### config.mk
export PLATFORM = sky130hd
export DESIGN_NAME = motor_drive_command_decode
export DESIGN_NICKNAME = d
export VERILOG_FILES = /design/src/hdl/motor_drive_pkg.sv /design/src/hdl/motor_drive_command_decode.sv
export SDC_FILE = /design/constraint.sdc
export NUM_CORES = 1
export LEC_CHECK = 0
export BUFFER_PORTS_ARGS = -buffer_cell sky130_fd_sc_hd__buf_2
export CAP_MARGIN = 10
export CORE_ASPECT_RATIO = 0.6
export CORE_MARGIN = 2
export CORE_UTILIZATION = 60
export DETAILED_ROUTE_END_ITERATION = 10
export PLACE_DENSITY = 0.82
export RECOVER_POWER = 50
export SLEW_MARGIN = 15
export SYNTH_ARGS = -nofsm -noshare
export SYNTH_HDL_FRONTEND = slang
export SYNTH_SLANG_ARGS = --single-unit
### constraint.sdc
create_clock -name sys_clk_in -period 5.3 [get_ports sys_clk_in]
set_input_delay 0 -clock sys_clk_in [delete_from_list [all_inputs] [get_ports sys_clk_in]]
set_output_delay 0 -clock sys_clk_in [all_outputs]
set_load 0.005 [all_outputs]
### src/hdl/motor_drive_pkg.sv
// constants shared by the motor drive command decoder
package motor_drive_pkg;
   // ----------------------------------------------------------------
   // command word layout
   // ----------------------------------------------------------------
   localparam int                CMD_WIDTH        = 16;
   localparam int                CMD_ADDR_LSB     = 12;
   localparam logic [3:0]        ADDR_DC_FIVE     = 4'h5;
   localparam logic [3:0]        ADDR_DC_SIX      = 4'h6;
   localparam logic [3:0]        ADDR_STEP_SETUP  = 4'h8;
   // ----------------------------------------------------------------
   // axi register byte offsets (index times four)
   // ----------------------------------------------------------------
   localparam logic [7:0]        OFS_CMD          = 8'h00;
   localparam logic [7:0]        OFS_DC_FIVE      = 8'h14;
   localparam logic [7:0]        OFS_DC_SIX       = 8'h18;
   localparam logic [7:0]        OFS_STEP_SETUP   = 8'h20;
   localparam logic [7:0]        OFS_STEP_CTRL    = 8'h40;
   localparam logic [7:0]        OFS_STATUS       = 8'h44;
   // ----------------------------------------------------------------
   // dc word fields
   // ----------------------------------------------------------------
   localparam int                DC_RUN_BIT       = 0;
   localparam int                DC_DIR_BIT       = 1;
   localparam int                DC_BRAKE_BIT     = 2;
   localparam int                DC_DUTY_LSB      = 3;
   localparam int                DUTY_BITS        = 5;
   // ----------------------------------------------------------------
   // stepping setup fields
   // ----------------------------------------------------------------
   localparam int                ST_LEVEL_LSB     = 0;
   localparam int                ST_CCW_BIT       = 5;
   localparam int                ST_HOLD_BIT      = 6;
   localparam int                ST_OE_BIT        = 7;
   localparam int                ST_MODE0_BIT     = 8;
   localparam int                ST_MODE1_BIT     = 9;
   localparam int                ST_CC_BIT        = 10;
   localparam logic [4:0]        LEVEL_MIN_CODE   = 5'h05;
   localparam logic [4:0]        LEVEL_MAX_CODE   = 5'h19;
   localparam logic [11:0]       SETUP_RESET      = 12'h000;
   localparam logic [11:0]       DC_RESET         = 12'h000;
   localparam int                LEVEL_UNIT_MV    = 20;
   // ----------------------------------------------------------------
   // excitation position: 64 micro steps per electrical cycle
   // ----------------------------------------------------------------
   localparam int                POS_BITS         = 6;
   localparam int                QUAD_STEPS       = 16;
   localparam int                FULL_DUTY        = 32;
   localparam int                CLK_MHZ          = 40;
   localparam int                PWM_COUNTS       = 32;

   typedef enum logic [1:0] {
      MODE_MICRO,
      MODE_TWO,
      MODE_ONE_TWO
   } drive_mode_t;
endpackage : motor_drive_pkg

### src/hdl/motor_drive_command_decode.sv
// command decode, dc pwm and stepping position logic for the motor driver
// How it works
// - two independent dc channel words
// - d0 low stops, high runs
// - d1 selects forward or reverse current
// - stopped: d2 picks hi-z or brake
// - duty code n gives n over 32
// - pwm period is 32 clock counts
// - zero duty code means full duty
// - level code clamped to 100..500 mv
// - d5 sets second phase lag or lead
// - hold-stop advances to marker low, holds
// - pulse count kept during hold-stop
// - hold-stop at marker low: no pulses
// - d7 low forces stepping outputs hi-z
// - position kept while outputs disabled
// - d8, d9 select drive mode
// - reset mode is micro step
// - zero-count switch: jump or hold by d10
// - first pulse after switch goes next quadrant
// - one-phase rest counts as cw quadrant
// - d10 picks full duty or equal-phase level
// - marker pulses at one-phase positions
//
// Implementation choice: the AXI4-Lite register port.
`timescale 1ns/100ps
module motor_drive_command_decode
#(
   parameter int PWM_PERIOD = motor_drive_pkg::PWM_COUNTS
)(
   // clock and reset
   input  wire logic        sys_clk_in,
   input  wire logic        reset_in,
   // axi4-lite write address
   input  wire logic [7:0]  s_axi_awaddr_in,
   input  wire logic        s_axi_awvalid_in,
   output logic             s_axi_awready_out,
   // axi4-lite write data
   input  wire logic [31:0] s_axi_wdata_in,
   input  wire logic [3:0]  s_axi_wstrb_in,
   input  wire logic        s_axi_wvalid_in,
   output logic             s_axi_wready_out,
   // axi4-lite write response
   output logic [1:0]       s_axi_bresp_out,
   output logic             s_axi_bvalid_out,
   input  wire logic        s_axi_bready_in,
   // axi4-lite read address
   input  wire logic [7:0]  s_axi_araddr_in,
   input  wire logic        s_axi_arvalid_in,
   output logic             s_axi_arready_out,
   // axi4-lite read data
   output logic [31:0]      s_axi_rdata_out,
   output logic [1:0]       s_axi_rresp_out,
   output logic             s_axi_rvalid_out,
   input  wire logic        s_axi_rready_in,
   // dc channel five power stage
   output logic             dc5_a_high_out,
   output logic             dc5_b_high_out,
   output logic             dc5_enable_out,
   // dc channel six power stage
   output logic             dc6_a_high_out,
   output logic             dc6_b_high_out,
   output logic             dc6_enable_out,
   // stepping drive
   output logic [5:0]       step_position_out,
   output logic             step_enable_out,
   output logic             step_full_duty_out,
   output logic [4:0]       peak_reference_level_out,
   output logic             position_marker_first_out,
   output logic             position_marker_second_out
);
   import motor_drive_pkg::*;

   // ----------------------------------------------------------------
   // helpers
   // ----------------------------------------------------------------
   function automatic logic [4:0] clamp_level(input logic [4:0] code);
      clamp_level = (code < LEVEL_MIN_CODE) ? LEVEL_MIN_CODE :
                    (code > LEVEL_MAX_CODE) ? LEVEL_MAX_CODE : code;
   endfunction : clamp_level

   // pwm high while counter below duty; code zero is full duty
   function automatic logic pwm_on(input logic [4:0] duty, input logic [4:0] cnt);
      pwm_on = (duty == 5'h00) || (cnt < duty);
   endfunction : pwm_on

   // stopped stage: brake turns both high sides on, otherwise hi-z
   function automatic logic [2:0] stage_of(input logic [11:0] w, input logic [4:0] cnt);
      logic on;
      on = pwm_on(w[DC_DUTY_LSB +: DUTY_BITS], cnt);
      if (w[DC_RUN_BIT])
         stage_of = {on && !w[DC_DIR_BIT], on && w[DC_DIR_BIT], 1'b1};
      else
         stage_of = {3{w[DC_BRAKE_BIT]}};
   endfunction : stage_of

   function automatic logic [1:0] axi_resp_of(input logic [7:0] a, input logic wr);
      axi_resp_of = ((a == OFS_DC_FIVE) || (a == OFS_DC_SIX) || (a == OFS_STEP_SETUP) ||
                     (a == OFS_STEP_CTRL) || (wr ? (a == OFS_CMD) : (a == OFS_STATUS))) ?
                    2'h0 : 2'h2;
   endfunction : axi_resp_of

   // ----------------------------------------------------------------
   // register state
   // ----------------------------------------------------------------
   logic [11:0]  dc_five;
   logic [11:0]  dc_six;
   logic [11:0]  setup;
   logic [15:0]  pulse_count;
   logic         step_pulse;
   logic [5:0]   position;
   logic [4:0]   pwm_cnt;
   logic         prev_micro;
   logic         switch_pending;
   logic         held;
   logic [7:0]   aw_addr;
   logic         aw_full;
   logic [31:0]  w_data;
   logic [3:0]   w_strb;
   logic         w_full;

   // ----------------------------------------------------------------
   // axi write path: address and data taken in either order
   // ----------------------------------------------------------------
   logic         wr_fire;
   logic [11:0]  cmd_payload;
   logic [3:0]   cmd_target;
   logic         cmd_write;

   assign s_axi_awready_out = !aw_full && !s_axi_bvalid_out;
   assign s_axi_wready_out  = !w_full && !s_axi_bvalid_out;
   assign wr_fire           = aw_full && w_full && !s_axi_bvalid_out;

   always_ff @(posedge sys_clk_in)
   begin
      if (reset_in)
      begin
         aw_full <= 1'b0;
         aw_addr <= 8'h00;
      end
      else if (s_axi_awvalid_in && s_axi_awready_out)
      begin
         aw_full <= 1'b1;
         aw_addr <= s_axi_awaddr_in;
      end
      else if (wr_fire)
         aw_full <= 1'b0;
   end

   always_ff @(posedge sys_clk_in)
   begin
      if (reset_in)
      begin
         w_full <= 1'b0;
         w_data <= 32'h0000_0000;
         w_strb <= 4'h0;
      end
      else if (s_axi_wvalid_in && s_axi_wready_out)
      begin
         w_full <= 1'b1;
         w_data <= s_axi_wdata_in;
         w_strb <= s_axi_wstrb_in;
      end
      else if (wr_fire)
         w_full <= 1'b0;
   end

   always_ff @(posedge sys_clk_in)
   begin
      if (reset_in)
      begin
         s_axi_bvalid_out <= 1'b0;
         s_axi_bresp_out  <= 2'h0;
      end
      else if (wr_fire)
      begin
         s_axi_bvalid_out <= 1'b1;
         s_axi_bresp_out  <= axi_resp_of(aw_addr, 1'b1);
      end
      else if (s_axi_bready_in)
         s_axi_bvalid_out <= 1'b0;
   end

   // command port carries the 16-bit word; direct offsets map onto same targets
   always_comb
   begin
      cmd_write   = wr_fire && (w_strb[1:0] == 2'h3);
      cmd_payload = w_data[11:0];
      cmd_target  = 4'h0;
      unique case (aw_addr)
         OFS_CMD:        cmd_target = w_data[CMD_WIDTH-1:CMD_ADDR_LSB];
         OFS_DC_FIVE:    cmd_target = ADDR_DC_FIVE;
         OFS_DC_SIX:     cmd_target = ADDR_DC_SIX;
         OFS_STEP_SETUP: cmd_target = ADDR_STEP_SETUP;
         default:        cmd_target = 4'h0;
      endcase
   end

   // ----------------------------------------------------------------
   // write targets
   // ----------------------------------------------------------------
   // writes arriving while held at the marker are the host's fault; stored anyway
   always_ff @(posedge sys_clk_in)
   begin
      if (reset_in)
      begin
         dc_five <= DC_RESET;
         dc_six  <= DC_RESET;
         setup   <= SETUP_RESET;
      end
      else if (cmd_write)
      begin
         if (cmd_target == ADDR_DC_FIVE)
            dc_five <= cmd_payload;
         if (cmd_target == ADDR_DC_SIX)
            dc_six <= cmd_payload;
         if (cmd_target == ADDR_STEP_SETUP)
            setup <= cmd_payload;
      end
   end

   // ----------------------------------------------------------------
   // pulse count and step requests from the control register
   // ----------------------------------------------------------------
   logic step_allowed;
   logic hold_mode;
   logic micro;
   drive_mode_t mode;

   assign hold_mode = setup[ST_HOLD_BIT];
   assign micro     = !setup[ST_MODE0_BIT];
   assign mode      = micro ? MODE_MICRO :
                      (setup[ST_MODE1_BIT] ? MODE_ONE_TWO : MODE_TWO);

   // hold-stop reaching the marker, or set with marker already low, blocks pulses
   assign step_allowed = setup[ST_OE_BIT] && !(hold_mode && (held || position == 6'h00));

   always_ff @(posedge sys_clk_in)
   begin
      if (reset_in)
         pulse_count <= 16'h0000;
      else if (wr_fire && aw_addr == OFS_STEP_CTRL && w_strb[1:0] == 2'h3)
         pulse_count <= w_data[15:0];
      else if (step_pulse && !hold_mode && pulse_count != 16'h0000)
         pulse_count <= pulse_count - 16'h0001;
   end

   // in hold-stop the motor runs regardless of the count
   assign step_pulse = step_allowed && (hold_mode || pulse_count != 16'h0000);

   // ----------------------------------------------------------------
   // excitation position
   // ----------------------------------------------------------------
   logic [5:0] next_position;
   logic [1:0] quad;
   logic [5:0] step_size;

   // positions count up clockwise, so a one-phase rest already sits in its cw quadrant
   assign quad          = position[5:4];
   assign step_size     = (mode == MODE_TWO) ? 6'h10 :
                          (mode == MODE_ONE_TWO) ? 6'h08 : 6'h01;

   always_comb
   begin
      next_position = position;
      if (switch_pending && setup[ST_OE_BIT])
      begin
         if (step_pulse)
            next_position = setup[ST_CCW_BIT] ?
               {quad - 2'h1, 4'h8} : {quad + 2'h1, 4'h8};
         else if (!setup[ST_CC_BIT])
            next_position = {quad, 4'h8};
      end
      else if (step_pulse)
      begin
         if (setup[ST_CCW_BIT])
            next_position = position - step_size;
         else
            next_position = position + step_size;
      end
   end

   // position advances only while enabled, so it is kept across disable
   always_ff @(posedge sys_clk_in)
   begin
      if (reset_in)
         position <= 6'h00;
      else if (setup[ST_OE_BIT])
         position <= next_position;
   end

   always_ff @(posedge sys_clk_in)
   begin
      if (reset_in)
      begin
         prev_micro     <= 1'b1;
         switch_pending <= 1'b0;
      end
      else
      begin
         prev_micro <= micro;
         if (prev_micro && !micro)
            switch_pending <= 1'b1;
         else if (micro || (setup[ST_OE_BIT] && (step_pulse || !setup[ST_CC_BIT])))
            switch_pending <= 1'b0;
      end
   end

   // latched once marker reached; cleared when hold-stop is released
   always_ff @(posedge sys_clk_in)
   begin
      if (reset_in)
         held <= 1'b0;
      else if (!hold_mode)
         held <= 1'b0;
      else if (position == 6'h00)
         held <= 1'b1;
   end

   // ----------------------------------------------------------------
   // dc pwm and stepping outputs
   // ----------------------------------------------------------------
   always_ff @(posedge sys_clk_in)
   begin
      if (reset_in || pwm_cnt == 5'(PWM_PERIOD - 1))
         pwm_cnt <= 5'h00;
      else
         pwm_cnt <= pwm_cnt + 5'h01;
   end

   always_ff @(posedge sys_clk_in)
   begin
      if (reset_in)
      begin
         {dc5_a_high_out, dc5_b_high_out, dc5_enable_out} <= 3'h0;
         {dc6_a_high_out, dc6_b_high_out, dc6_enable_out} <= 3'h0;
      end
      else
      begin
         {dc5_a_high_out, dc5_b_high_out, dc5_enable_out} <= stage_of(dc_five, pwm_cnt);
         {dc6_a_high_out, dc6_b_high_out, dc6_enable_out} <= stage_of(dc_six, pwm_cnt);
      end
   end

   always_ff @(posedge sys_clk_in)
   begin
      if (reset_in)
      begin
         step_position_out          <= 6'h00;
         step_enable_out            <= 1'b0;
         step_full_duty_out         <= 1'b0;
         peak_reference_level_out   <= LEVEL_MIN_CODE;
         position_marker_first_out  <= 1'b0;
         position_marker_second_out <= 1'b0;
      end
      else
      begin
         step_position_out        <= next_position;
         step_enable_out          <= setup[ST_OE_BIT];
         step_full_duty_out       <= !micro && !setup[ST_CC_BIT];
         peak_reference_level_out <= clamp_level(setup[4:0]);
         position_marker_first_out  <= next_position == 6'h00;
         position_marker_second_out <= next_position == 6'h10;
      end
   end

   // ----------------------------------------------------------------
   // axi read path
   // ----------------------------------------------------------------
   assign s_axi_arready_out = !s_axi_rvalid_out;

   always_ff @(posedge sys_clk_in)
   begin
      if (reset_in)
      begin
         s_axi_rvalid_out <= 1'b0;
         s_axi_rdata_out  <= 32'h0000_0000;
         s_axi_rresp_out  <= 2'h0;
      end
      else if (s_axi_arvalid_in && s_axi_arready_out)
      begin
         s_axi_rvalid_out <= 1'b1;
         s_axi_rresp_out  <= axi_resp_of(s_axi_araddr_in, 1'b0);
         unique case (s_axi_araddr_in)
            OFS_DC_FIVE:    s_axi_rdata_out <= {20'h00000, dc_five};
            OFS_DC_SIX:     s_axi_rdata_out <= {20'h00000, dc_six};
            OFS_STEP_SETUP: s_axi_rdata_out <= {20'h00000, setup};
            OFS_STEP_CTRL:  s_axi_rdata_out <= {16'h0000, pulse_count};
            OFS_STATUS:     s_axi_rdata_out <= {20'h00000, held, switch_pending,
                                                mode, position_marker_first_out,
                                                step_enable_out, position};
            default:        s_axi_rdata_out <= 32'h0000_0000;
         endcase
      end
      else if (s_axi_rready_in)
         s_axi_rvalid_out <= 1'b0;
   end
endmodule : motor_drive_command_decode

==> summary.txt <==
Outcome
  – Outcome: finished, violations left
  – Violated checks: max-capacitance violations, max-slew violations

Yosys
  – Async SR Flop Fraction: 0
  – Syn Area/Cell: 8.99 sq um
  – Most frequent cell after synthesis: dfxtp_1
  – Synth warn: 0
  – Synth area leaders: dfxtp_1 (41%), mux2i_1 (5.8%), nor2_1 (5.8%), nand2_1 (4.1%), a21oi_1 (3.5%)
  – Mapped Area: 6530 sq um
  – Primary FF master, synth: dfxtp_1
  – EDFF count, synth: 0
  – Seq/Total Area, Yosys: 0.414
  – Top post-synthesis cells by count: dfxtp_1 (135), nor2_1 (101), nand2_1 (71), a21oi_1 (45), mux2i_1 (38)
  – Flops & latches, synth: 135
  – Synth unique cells: 68
  – Synth Instances: 726
  – Yosys top cell by area: dfxtp_1
  – Area share of the largest cell type after synthesis: 0.414

Min path
  – Worst hold-check path type: in -> reg

Worst setup path
  – Startpoint types: input pin
  – Arrival @ worst endpoint: 3830 ps
  – Worst Setup End Kind: flip-flop
  – CP required: 5600 ps
  – Critical path class: in -> reg
  – Maximum fanout along the worst path: 79

Cells and area
  – Antenna fix cells: 0
  – Layout cells sized above 1: 0.155
  – Final #Nets: 897
  – Layout area overhead: 19.0%
  – Finished Cell Area: 7770 sq um

Power and ir drop
  – Sequential power share: 0.434
  – Cell Pwr Density: 319 nW/um^2
  – Internal Power: 1.92 mW
  – Peak VDD IR: 0.265 mV
  – Clk pwr share: 0.496
  – Leak Pwr: 3.22 nW
  – Sw Ratio: 0.227
  – Comb pwr share: 0.070
  – Psw: 0.563 mW

STA
  – Final Hold Violating Endpoints: 0
  – Relative slew slack: -1.41
  – Fin. max-slew vios: 80
  – Worst clock skew: 6.04 ps
  – RSZ-0062 raised after global routing: false
  – Post-layout min period: 3540 ps
  – Worst-margin pin slew: 3610 ps
  – Endpoints failing setup: 0
  – Max Clk Rate: 283 MHz
  – Hold_ws: 62.9 ps
  – Final Worst Setup Slack: 1760 ps
  – Final Cycle Share: 0.667
  – Total Neg Setup Slack: 0 ps

Die
  – Die H: 84.8 um
  – Die Width: 139 um
  – Row count: 29
  – Core area: 10,600 sq um
  – Starting Density: 0.616
  – IO Count: 121
  – Die area: 11,800 sq um

GRT
  – Total GRT Usage: 0.306
  – Grt total ovfl: 0
  – Initial antenna violation count: 0
  – First-pass GRT wire length: 28,100 um
  – Largest net degree at the start of global routing: 80
  – Vias in the first global route: 5,391

Clocking
  – CTS tree: built
  – Clk buf depth: 2
  – Clock Sinks: 135
  – # H-tree levels: 4
  – Root Buffer: clkbuf_16
  – Clock latency at the later pin of the worst-skew pair: 410 ps
  – Resized cells post-CTS: 0
  – CTS Buf Count: 17
  – Clock slew at reported path FFs: 60 ps

Routing
  – Vias/cell: 5.92
  – Initial DRT Pass Iterations: 5
  – Final wirelength: 17,700 um
  – Wire length per cell: 18.3 um
  – Antenna-violating nets left: 0
  – DRC: 0
  – Vias: 5,742
  – Initial DRC Count: 539

Placed design
  – Dpl cell area: 6880 sq um
  – Hpwl dp: 11,700 um
  – Input/output buffers: 84
  – Pre-CTS setup slack: 2820 ps
  – GP Congestion: 0.913

Run
  – Max Cap Violations: 1
metrics by stage:
step | util | power, mW | instances
6_report | 0.733 | 2.48 | 970
3_3_place_gp | 0.650 | 1.24 | 911
3_5_place_dp | 0.650 | 1.24 | 911
2_1_floorplan | - | 1.19 | 743
4_1_cts | 0.735 | 2.48 | 970
5_1_grt | 0.733 | 2.55 | 970
flip-flops by register name (all words and copies together) (netlist names), 8 cells and up:
signal and flops:
w_data 16, pulse_count 16, aw_addr 8, s_axi_rdata_out 16, dc_six 12, setup 12, dc_five 12
critical path, stage by stage:
cell           delay [ps]
buf_4                 440
clkbuf_1             2600
a211oi_1               50
dlygate4sd3_1         730
logic make-up after synthesis:
logic type,count (synthesis),share of synthesized area
other,1,0.000574
adder cells (fa/ha/maj),18,0.0357
AO/OA/AOI/OAI,153,0.176
multiplexers,39,0.0600
buffers and inverters,81,0.0625
XOR/XNOR,21,0.0282
AND/OR/NAND/NOR,278,0.223
flip-flops,135,0.414
area by class of cell:
type | count | area (sq um)
Timing Repair Buffer | 114 | 694
Fill cell | 801 | 2830
Multi-Input combinational cell | 527 | 3490
Tap cell | 139 | 174
Inverter | 25 | 93.8
Sequential cell | 135 | 2700
Clock inverter | 9 | 150
Clock buffer | 21 | 460
path summary, 6_finish.rpt:
check / startpoint / endpoint / slack [ps] / cells past startpoint
max reg2reg: aw_addr[5]$_SDFFE_PP0P_ / setup[5]$_SDFFE_PP0P_ / 2420 / 6
min reg2reg: prev_micro$_SDFF_PP1_ / switch_pending$_SDFFE_PP0P_ / 450 / 2
max: reset_in / s_axi_rvalid_out$_SDFFE_PP0P_ / 1760 / 4
min: reset_in / position[0]$_SDFFE_PP0P_ / 60 / 2
layer usage:
layer / track usage / share of wire
met1: 0.415 / 0.44
met2: 0.480 / 0.44
met3: 0.0707 / 0.091
met4: 0.117 / 0.028
met5: 0 / 0
power groups by stage:
| stage | Combinational, mW | Clock, mW | Sequential (mW) |
|---|---|---|---|
| 2_1_floorplan | 0.112 | 0 | 1.08 |
| 3_3_place_gp | 0.143 | 0 | 1.09 |
| 3_5_place_dp | 0.148 | 0 | 1.09 |
| 4_1_cts | 0.166 | 1.24 | 1.07 |
| 5_1_grt | 0.190 | 1.28 | 1.08 |
| 6_report | 0.174 | 1.23 | 1.08 |
layout by cell type, fill, tap and decap left out, types with 3 or more instances in the layout:
cell type / n
a211oi_1: 18
a21o_1: 3
a21oi_1: 45
a22o_1: 13
a22oi_1: 20
a311oi_1: 7
a311oi_2: 6
a31oi_1: 8
and2_1: 4
buf_2: 65
bufinv_16: 4
clkbuf_1: 21
clkbuf_16: 17
clkinv_2: 3
conb_1: 18
dfxtp_1: 135
dlygate4sd3_1: 29
ha_1: 17
inv_1: 25
mux2i_1: 38
nand2_1: 71
nand2b_1: 10
nand3_1: 15
nand3b_1: 7
nand4_1: 6
nor2_1: 101
nor2b_1: 10
nor3_1: 13
nor3b_1: 4
nor4_1: 3
nor4_4: 3
nor4b_4: 3
o21ai_0: 10
o221ai_1: 3
o41ai_1: 3
xnor2_1: 12
xor2_1: 9
repair_timing:
item | 4_1_cts | 5_1_grt
hold buffers | 29 | 0
setup endpoints to repair | 0 | 0
hold endpoints to repair | 28 | 0
setup buffers | 0 | 0
Power figures use the tool's default switching activity.
